[src/include/sdc_defs.svh]
// Constants of the single-pin debug controller
`ifndef SDC_DEFS_SVH
`define SDC_DEFS_SVH
`define SDC_FRAME_BITS 4'h9
`define SDC_SYNC_SHIFT 3
`define SDC_MIN_DIV 10'h004
`define SDC_MEAS_MAX 13'h1000
`define SDC_ERR_BREAK_CYC 4096
`define SDC_CNT_RST 16'h0000
`define SDC_CNT_MAX 16'hFFFF
`define SDC_CNT_ZERO_NEXT 16'h0001
`define SDC_BIT_LEN_RST 10'h000
`define SDC_TMR_RST 13'h0000
`define SDC_BOOT_SAMPLE 2'h2
`define SDC_BUF_DEPTH 2'h2
`endif

[src/include/sdc_pkg.sv]
// Types of the single-pin debug controller
package sdc_pkg;
  // Serial link state, one-hot
  typedef enum logic [6:0] {
    SDC_HUNT = 7'h01,
    SDC_MEAS = 7'h02,
    SDC_IDLE = 7'h04,
    SDC_RX = 7'h08,
    SDC_TX = 7'h10,
    SDC_ERRBRK = 7'h20,
    SDC_HOLD = 7'h40
  } sdc_link_t;
  // Use of the debug counter
  typedef enum logic [1:0] {
    SDC_CNT_OFF = 2'h0,
    SDC_CNT_UP = 2'h1,
    SDC_CNT_DOWN = 2'h2,
    SDC_CNT_PC = 2'h3
  } sdc_cnt_mode_t;
  typedef struct packed {
    logic pin_s1;
    logic pin_s2;
    logic pin_prev;
    sdc_link_t st;
    logic [12:0] tmr;
    logic [12:0] low_cnt;
    logic [9:0] bit_len;
    logic [3:0] bit_idx;
    logic [9:0] shreg;
    logic [7:0] rx_data;
    logic rx_valid;
    logic rx_err;
    logic [7:0] buf0;
    logic [7:0] buf1;
    logic [1:0] buf_cnt;
    logic tx_rdy;
    logic pin_lo;
    logic pin_oe;
    logic locked;
    logic dbg;
    logic idle;
    logic cmd_en;
    logic [15:0] counter;
    logic [1:0] boot;
    logic sysrst;
  } sdc_state_t;
endpackage

[src/logic/sdc_debug.sv]
// Single-pin debug controller: autobaud link, debug mode and debug counter
`timescale 1ns/1ps
`include "sdc_defs.svh"

module sdc_debug #(
  parameter int ERR_BREAK_CYC = `SDC_ERR_BREAK_CYC
) (
  input wire logic clk_sys,
  input wire logic rst_n,
  input wire logic dbg_in,
  output logic dbg_out,
  output logic dbg_oe,
  output logic [7:0] rx_data,
  output logic rx_valid,
  output logic rx_err,
  input wire logic [7:0] tx_data,
  input wire logic tx_valid,
  output logic tx_ready,
  output logic baud_locked,
  input wire logic ctl_dbg_set,
  input wire logic ctl_dbg_clr,
  input wire logic ctl_brk_en,
  input wire logic ctl_brk_loop,
  input wire logic [1:0] ctl_cnt_mode,
  input wire logic cnt_wr,
  input wire logic [15:0] cnt_wdata,
  output logic [15:0] cnt_value,
  input wire logic cpu_brk,
  input wire logic [15:0] cpu_pc,
  input wire logic stop_mode,
  output logic debug_mode_flag,
  output logic idle_status,
  output logic cmd_enable,
  output logic sys_reset_req
);
  localparam sdc_pkg::sdc_state_t RST_STATE = '{
    pin_s1: 1'b1, pin_s2: 1'b1, pin_prev: 1'b1, st: sdc_pkg::SDC_HUNT,
    tmr: `SDC_TMR_RST, low_cnt: `SDC_TMR_RST, bit_len: `SDC_BIT_LEN_RST,
    bit_idx: 4'h0, shreg: 10'h3FF, rx_data: 8'h00, rx_valid: 1'b0, rx_err: 1'b0,
    buf0: 8'h00, buf1: 8'h00, buf_cnt: 2'h0, tx_rdy: 1'b0, pin_lo: 1'b0,
    pin_oe: 1'b0, locked: 1'b0, dbg: 1'b0, idle: 1'b0, cmd_en: 1'b0,
    counter: `SDC_CNT_RST, boot: 2'h0, sysrst: 1'b0};

  logic [1:0] rst_sync_reg;
  logic rst_i_n;
  sdc_pkg::sdc_state_t s_reg;
  sdc_pkg::sdc_state_t s_next;
  logic line;
  logic [9:0] half_len;
  logic [12:0] break_len;
  logic [9:0] meas_div;
  logic brk_hit;
  logic enter;
  logic pop;
  logic push;
  sdc_pkg::sdc_cnt_mode_t cmode;

  // ==========================================================
  // Reset release
  // Release is synchronised so every flop leaves reset on the same edge
  always_ff @(posedge clk_sys or negedge rst_n) begin
    if (!rst_n) begin
      rst_sync_reg <= 2'h0;
    end else begin
      rst_sync_reg <= {rst_sync_reg[0], 1'b1};
    end
  end
  assign rst_i_n = rst_sync_reg[1];

  // ==========================================================
  // Derived values
  assign line = s_reg.pin_s2;
  assign half_len = {1'b0, s_reg.bit_len[9:1]};
  assign break_len = {s_reg.bit_len, 3'h0} + {3'h0, s_reg.bit_len};
  assign meas_div = s_reg.tmr[12:`SDC_SYNC_SHIFT];
  assign cmode = sdc_pkg::sdc_cnt_mode_t'(ctl_cnt_mode);
  assign brk_hit = cpu_brk & ctl_brk_en;
  assign push = tx_valid & s_reg.tx_rdy;

  // ==========================================================
  // Next-state logic
  always_comb begin
    s_next = s_reg;
    pop = 1'b0;
    enter = 1'b0;
    s_next.rx_valid = 1'b0;
    s_next.rx_err = 1'b0;
    s_next.sysrst = 1'b0;
    // Pin synchroniser; only the second stage is read
    s_next.pin_s1 = dbg_in;
    s_next.pin_s2 = s_reg.pin_s1;
    s_next.pin_prev = s_reg.pin_s2;
    // Own drive excluded so a zero-heavy character is not seen as a break
    if (!line && !s_reg.pin_oe) begin
      if (s_reg.low_cnt != 13'h1FFF) begin
        s_next.low_cnt = s_reg.low_cnt + 13'h0001;
      end
    end else begin
      s_next.low_cnt = `SDC_TMR_RST;
    end
    case (s_reg.st)
      sdc_pkg::SDC_HUNT: begin
        // Silent until the host's first falling edge
        s_next.locked = 1'b0;
        if (!line && s_reg.pin_prev) begin
          s_next.st = sdc_pkg::SDC_MEAS;
          s_next.tmr = 13'h0001;
        end
      end
      sdc_pkg::SDC_MEAS: begin
        // Eight low bit times, so one bit is the count shifted by three
        if (line) begin
          if (meas_div >= `SDC_MIN_DIV) begin
            s_next.bit_len = meas_div;
            s_next.locked = 1'b1;
            s_next.st = sdc_pkg::SDC_IDLE;
          end else begin
            s_next.st = sdc_pkg::SDC_HUNT;
          end
        end else if (s_reg.tmr > `SDC_MEAS_MAX) begin
          s_next.st = sdc_pkg::SDC_HOLD;
        end else begin
          s_next.tmr = s_reg.tmr + 13'h0001;
        end
      end
      sdc_pkg::SDC_IDLE: begin
        // Receive has priority so the line is never used both ways
        s_next.tmr = `SDC_TMR_RST;
        s_next.bit_idx = 4'h0;
        if (!line && s_reg.pin_prev) begin
          s_next.st = sdc_pkg::SDC_RX;
        end else if (s_reg.buf_cnt != 2'h0) begin
          pop = 1'b1;
          s_next.tmr = 13'h0001;
          s_next.shreg = {1'b1, s_reg.buf0, 1'b0};
          s_next.st = sdc_pkg::SDC_TX;
        end
      end
      sdc_pkg::SDC_RX: begin
        // First sample half a bit in, then one bit apart
        s_next.tmr = s_reg.tmr + 13'h0001;
        if (s_reg.tmr == {3'h0, (s_reg.bit_idx == 4'h0) ? half_len : s_reg.bit_len}) begin
          s_next.tmr = 13'h0001;
          s_next.shreg = {line, s_reg.shreg[9:1]};
          s_next.bit_idx = s_reg.bit_idx + 4'h1;
          if (s_reg.bit_idx == `SDC_FRAME_BITS) begin
            if (line) begin
              s_next.rx_data = s_reg.shreg[9:2];
              s_next.rx_valid = 1'b1;
              s_next.st = sdc_pkg::SDC_IDLE;
            end else begin
              s_next.st = sdc_pkg::SDC_ERRBRK;
              s_next.tmr = `SDC_TMR_RST;
            end
          end
        end
      end
      sdc_pkg::SDC_TX: begin
        // A released high bit read back low means the host is driving
        s_next.tmr = s_reg.tmr + 13'h0001;
        if (s_reg.tmr == {3'h0, half_len} && s_reg.shreg[0] && !line) begin
          s_next.st = sdc_pkg::SDC_ERRBRK;
          s_next.tmr = `SDC_TMR_RST;
        end else if (s_reg.tmr == {3'h0, s_reg.bit_len}) begin
          // Restart at one so a sent bit lasts bit_len cycles, as a received one
          s_next.tmr = 13'h0001;
          s_next.shreg = {1'b1, s_reg.shreg[9:1]};
          s_next.bit_idx = s_reg.bit_idx + 4'h1;
          if (s_reg.bit_idx == `SDC_FRAME_BITS) begin
            s_next.st = sdc_pkg::SDC_IDLE;
          end
        end
      end
      sdc_pkg::SDC_ERRBRK: begin
        // Answering break; open drain only lengthens a host break
        s_next.locked = 1'b0;
        s_next.tmr = s_reg.tmr + 13'h0001;
        if (s_reg.tmr == 13'(ERR_BREAK_CYC - 1)) begin
          s_next.st = sdc_pkg::SDC_HOLD;
        end
      end
      sdc_pkg::SDC_HOLD: begin
        // Link kept in reset while the break lasts
        s_next.locked = 1'b0;
        if (line) begin
          s_next.st = sdc_pkg::SDC_HUNT;
        end
      end
      default: begin
        s_next.st = sdc_pkg::SDC_HUNT;
      end
    endcase
    // Long low from the host overrides any locked state but the answering break, even our own sending
    if (s_reg.locked && s_reg.low_cnt >= break_len &&
        s_reg.st != sdc_pkg::SDC_ERRBRK && s_reg.st != sdc_pkg::SDC_HOLD) begin
      s_next.st = sdc_pkg::SDC_HOLD;
    end
    if (s_next.st == sdc_pkg::SDC_ERRBRK && s_reg.st != sdc_pkg::SDC_ERRBRK) begin
      s_next.rx_err = 1'b1;
    end

    // Two-entry transmit buffer; flushed when an error aborts the command
    if (pop) begin
      s_next.buf0 = s_reg.buf1;
    end
    if (push) begin
      if (s_reg.buf_cnt - {1'b0, pop} == 2'h0) begin
        s_next.buf0 = tx_data;
      end else begin
        s_next.buf1 = tx_data;
      end
    end
    s_next.buf_cnt = s_reg.buf_cnt + {1'b0, push} - {1'b0, pop};
    if (s_next.st == sdc_pkg::SDC_ERRBRK) begin
      s_next.buf_cnt = 2'h0;
    end
    s_next.tx_rdy = s_next.buf_cnt < `SDC_BUF_DEPTH;
    s_next.pin_oe = (s_next.st == sdc_pkg::SDC_ERRBRK) ||
                    (s_next.st == sdc_pkg::SDC_TX && !s_next.shreg[0]);

    // Strap: pin sampled once the synchroniser holds real pin values
    if (s_reg.boot != `SDC_BOOT_SAMPLE + 2'h1) begin
      s_next.boot = s_reg.boot + 2'h1;
    end
    // Debug mode entry sources; set wins over a clear in the same cycle
    if (ctl_dbg_set) begin
      enter = 1'b1;
    end
    if (s_reg.boot == `SDC_BOOT_SAMPLE && !line) begin
      enter = 1'b1;
    end
    if (brk_hit && !ctl_brk_loop) begin
      enter = 1'b1;
    end
    if (!s_reg.dbg && cmode == sdc_pkg::SDC_CNT_PC && cpu_pc == s_reg.counter) begin
      enter = 1'b1;
    end
    if (!s_reg.dbg && cmode == sdc_pkg::SDC_CNT_DOWN &&
        s_reg.counter == `SDC_CNT_ZERO_NEXT) begin
      enter = 1'b1;
    end
    s_next.dbg = enter | (s_reg.dbg & ~ctl_dbg_clr);
    // Loop on break: CPU keeps serving interrupts while this is shown
    if (s_next.dbg || !ctl_brk_en) begin
      s_next.idle = 1'b0;
    end else if (brk_hit && ctl_brk_loop) begin
      s_next.idle = 1'b1;
    end
    s_next.cmd_en = s_next.dbg & ~s_next.idle;

    // Debug counter
    if (s_reg.dbg && cnt_wr) begin
      s_next.counter = cnt_wdata;
    end else if (s_reg.dbg && !s_next.dbg && cmode == sdc_pkg::SDC_CNT_UP) begin
      s_next.counter = `SDC_CNT_RST;
    end else if (!s_reg.dbg) begin
      // Count-down takes its last step on entry so the register shows zero
      if (cmode == sdc_pkg::SDC_CNT_UP && !s_next.dbg && s_reg.counter != `SDC_CNT_MAX) begin
        s_next.counter = s_reg.counter + 16'h0001;
      end else if (cmode == sdc_pkg::SDC_CNT_DOWN && s_reg.counter != `SDC_CNT_RST) begin
        s_next.counter = s_reg.counter - 16'h0001;
      end
    end
    // Pin low during stop mode restarts the whole chip
    s_next.sysrst = stop_mode & ~line;
  end

  // ==========================================================
  // State register
  always_ff @(posedge clk_sys or negedge rst_i_n) begin
    if (!rst_i_n) begin
      s_reg <= RST_STATE;
    end else begin
      s_reg <= s_next;
    end
  end

  // Outputs, each straight from the state register
  assign dbg_out = s_reg.pin_lo;
  assign dbg_oe = s_reg.pin_oe;
  assign rx_data = s_reg.rx_data;
  assign rx_valid = s_reg.rx_valid;
  assign rx_err = s_reg.rx_err;
  assign tx_ready = s_reg.tx_rdy;
  assign baud_locked = s_reg.locked;
  assign cnt_value = s_reg.counter;
  // CPU stops fetch, leaves halt and refreshes the watchdog on this flag
  assign debug_mode_flag = s_reg.dbg;
  assign idle_status = s_reg.idle;
  assign cmd_enable = s_reg.cmd_en;
  assign sys_reset_req = s_reg.sysrst;
endmodule

[config.mk]
export PLATFORM = sky130hd
export DESIGN_NAME = sdc_debug
export DESIGN_NICKNAME = d
export VERILOG_FILES = /design/src/include/sdc_pkg.sv /design/src/logic/sdc_debug.sv
export VERILOG_INCLUDE_DIRS = /design/src /design/src/include
export SDC_FILE = /design/constraint.sdc
export NUM_CORES = 1
export LEC_CHECK = 0
export BUFFER_PORTS_ARGS = -buffer_cell sky130_fd_sc_hd__buf_2
export CAP_MARGIN = 20
export CORE_UTILIZATION = 56
export DETAILED_ROUTE_END_ITERATION = 12
export GPL_TIMING_DRIVEN = 0
export PLACE_DENSITY = 0.77
export SLEW_MARGIN = 20
export SYNTH_ARGS = -nofsm -noshare
export SYNTH_HDL_FRONTEND = slang
export SYNTH_SLANG_ARGS = --single-unit
[constraint.sdc]
create_clock -name clk_sys -period 8.65 [get_ports clk_sys]
set_clock_uncertainty 0.15 [all_clocks]
set_input_delay 0.4325 -clock clk_sys [delete_from_list [all_inputs] [get_ports clk_sys]]
set_output_delay 0.4325 -clock clk_sys [all_outputs]
set_load 0.02 [all_outputs]
==> reports/results.tsv <==
stage	metric	value	unit
synthesis	synth_nets	890	
synthesis	synthArstFlopShare	1.000	
critical_path	reg2reg_slack	4.14	ns
timing	setup_viol	0	
synthesis	ys_seq_area_frac	0.3817	
clocking	clkSinkCount	115	
critical_path	rr_worst_depth	16	
synthesis	ys_ff_latch	115	
drt	drc	0	
critical_path	cp_cell_sequence	ha_1 -> fa_1 -> a21o_1 -> a21oi_1 -> o21bai_1 -> a21oi_1 -> nor2b_1 -> o21ai_0 -> xor2_1 -> ha_1 -> a21o_1 -> a21oi_1 -> o21ai_0 -> a21oi_1 -> o21ai_0 -> o41ai_1	
timing	period_minus_slack	4.508	ns
timing	hold_viol	0	
place	port_buffers	85	
timing	report.final.slew_viol_count	0	
drt	drt_wl_total	17790	um
clocking	cts_max_level	4	
synthesis	avgSynthCellArea	9.457	um^2
critical_path	worstSetupStartpointType	flip-flop	
synthesis	synth_flop_cell	dfrtp_1	
place	dp_hpwl	12780	um
critical_path	cp_max_fo	7	
die	pin_count	87	
synthesis	synth-edff-count	0	
power_and_ir_drop	seq_power_share	0.369	
power_and_ir_drop	power_frac_clock	0.384	
critical_path	worstPathArrival	4.62	ns
drt	ant_nets	0	
global_route	grt-ovfl-total	0	
global_route	grt_max_degree	45	
critical_path	crit_buf_inv	0	
power_and_ir_drop	p_int	1.277	mW
synthesis	synth.cell_area	7585	um^2
timing	worst_slew_pin_slew	1.058	ns
die	die_w	118.4	um
timing	rsz0062_at_grt	no	
timing	fin_crit_sh	0.5211	
drt	drt-initial-drc-count	495	
power_and_ir_drop	p_switching	0.5972	mW
drt	routedWlPerCell	16.19	um
clocking	post_cts_buffers	0	
final_layout	n_antenna_cell	0	
synthesis	synthCells	802	
synthesis	yosysWarnings	0	
clocking	cts_resized	0	
clocking	cts_root_buffer	clkbuf_16	
critical_path	required	8.77	ns
critical_path	worstSetupPathDepth	16	
clocking	cts_tree	yes	
critical_path	path_common_cell	a21oi_1	
final_layout	nFillCells	1062	
synthesis	ys_types	79	
die	die-area	14010	um^2
global_route	grtUsageTotal	0.2697	
die	die_h	118.4	um
final_layout	largest_register_ffs	59	
timing	timing.slew.headroom	0.2944	
final_layout	stdcell_area	8897	um^2
die	rows	42	
die	start_util	0.5728	
global_route	antenna_found_initial	0	
place	place_congestion	0.9354	
timing	max_freq	221.9	MHz
power_and_ir_drop	ir_drop	0.0001656	V
clocking	clk_pin_slew_worst_paths	0.06	ns
final_layout	synthToLayoutAreaGrowth	17.30	%
job	max_cap_violations	0	
final_layout	finalNetCount	998	
power_and_ir_drop	p_comb_frac	0.246	
clocking	numCtsBuffers	17	
clocking	insertion_delay	0.43	ns
critical_path	cpMaxStageDelayCell	o41ai_1	
hold_path	hp-class	in -> reg	
global_route	grt_pass1_vias	5992	
clocking	clockBufferDepth	2	
power_and_ir_drop	p_leak	4.065	nW
clocking	hold_buffers	2	
critical_path	critPathTopFamily	compound AO/OA/AOI/OAI gates	
drt	via_per_inst	5.823	
die	core_area	13240	um^2
hold_path	whs_path_depth	3	
power_and_ir_drop	powerDensity	210.6	nW/um^2
critical_path	path_class	reg -> reg	
power_and_ir_drop	switching_share	0.3187	
critical_path	endpoint_kind	flip-flop	
place	placedInstanceArea	8274	um^2
final_layout	drive_above_1_share	0.2329	
final_layout	post-route-util	0.6719	
drt	first_pass_iters	5	
global_route	grt_pass1_wl	29890	um
timing	tns	0	ns
drt	vias	6399	
run_status	status	complete, no violations	
critical_path	cp_slowest_stage_delay	0.58	ns
[final cells by class]
type                            count  area (um^2)  share of cell area
Buffer                             65        377.9             0.04247
Clock buffer                       20        446.7             0.05020
Clock inverter                     12        156.4             0.01758
Inverter                           30        112.6             0.01266
Multi-Input combinational cell    592         4199              0.4719
Sequential cell                   115         2899              0.3258
Tap cell                          176        220.2             0.02475
Timing Repair Buffer               89        485.5             0.05456
[cells by family (layout without fill, tap and decap cells)]
logic type | count (synthesis) | count (layout) | share of synthesized area
simple gates | 290 | 290 | 0.2067
compound gates | 161 | 161 | 0.1561
flops | 115 | 115 | 0.3817
buf+inv | 95 | 216 | 0.06467
xor+xnor | 64 | 64 | 0.07390
mux | 40 | 40 | 0.05724
fa+ha+maj | 35 | 35 | 0.05873
other cells | 2 | 2 | 0.0009901
[cell usage after synthesis, types with 5 or more instances]
cell,number,share of area
nand2_1,55,0.027
mux2i_1,13,0.017
o21ai_0,31,0.020
xnor2_1,39,0.045
buf_4,26,0.026
a211oi_1,8,0.0079
and4_1,5,0.0058
xor2_1,25,0.029
clkbuf_1,25,0.012
nand4_1,20,0.016
dfrtp_1,101,0.33
ha_1,34,0.056
a22oi_1,5,0.0049
nor4_1,14,0.012
inv_1,30,0.015
a21o_1,14,0.014
or3_1,16,0.013
buf_2,10,0.0066
nor3_1,14,0.0092
a21oi_1,34,0.022
nor2b_1,10,0.0082
and3_1,12,0.0099
and2_1,16,0.013
nor2_1,58,0.029
nor3b_1,5,0.0049
a221o_1,14,0.018
dfstp_2,14,0.048
nand3_1,34,0.022
mux2_2,27,0.040
[layer usage]
layer  share of wire  GRT usage  up-vias
met5               0          0        -
met4           0.020     0.1036        0
met3           0.049    0.05550       30
met2            0.46     0.4173      178
met1            0.47     0.3728     3065
li1                -          -     3126
[metrics by stage]
step	setup slack, ns	power, mW	hold WS [ns]	std cells
floorplan	5.009	1.022	-0.01309	802
global placement	3.777	1.141	0.06942	1063
detailed placement	4.256	1.152	0.06945	1065
CTS	4.228	1.875	0.06422	1099
global route	3.919	1.967	0.08314	1099
finish	4.142	1.874	0.07209	1099
[placed cells by master (no fill, tap or decap), types with 5 or more instances in the layout]
cell type  synthesis  final
dfrtp_1          101    100
buf_2             10     95
nor2_1            58     58
nand2_1           55     55
xnor2_1           39     39
a21oi_1           34     34
nand3_1           34     34
ha_1              34     34
o21ai_0           31     31
inv_1             30     30
clkbuf_1          25     27
mux2_2            27     27
buf_4             26     26
xor2_1            25     25
nand4_1           20     20
clkbuf_16          0     17
and2_1            16     16
or3_1             16     16
a21o_1            14     14
nor3_1            14     14
nor4_1            14     14
a221o_1           14     14
dfstp_2           14     14
mux2i_1           13     13
and3_1            12     12
nor2b_1           10     10
a211oi_1           8      8
and4_1             5      5
nor3b_1            5      5
a22oi_1            5      5
[worst reg2reg max path, cell delays in order (launching register included)]
cell and delay (ns):
dfrtp_1 0.47, ha_1 0.27, fa_1 0.41, a21o_1 0.18, a21oi_1 0.22, o21bai_1 0.09, a21oi_1 0.24, nor2b_1 0.07
o21ai_0 0.18, xor2_1 0.18, ha_1 0.27, a21o_1 0.16, a21oi_1 0.12, o21ai_0 0.11, a21oi_1 0.30, o21ai_0 0.34
o41ai_1 0.58
[final timing paths]
path	from	endpoint
worst max-delay path	half_len[2]	dbg_oe
worst min-delay path	tx_data[3]	s_reg[39]
worst max register to register	half_len[2]	dbg_oe
worst min register to register	rst_sync_reg[1]	cnt_value[15]
max in group asynchronous	rst_sync_reg[1]	s_reg[104]
min in group asynchronous	rst_n	rst_sync_reg[0]
[power groups by stage]
stage	clock [mW]	sequential, mW	combinational [mW]
floorplan	0	0.683	0.338
global placement	0	0.703	0.438
detailed placement	0	0.699	0.453
CTS	0.727	0.691	0.458
global route	0.753	0.704	0.510
finish	0.721	0.692	0.461
(Power assumes the default switching activity.)
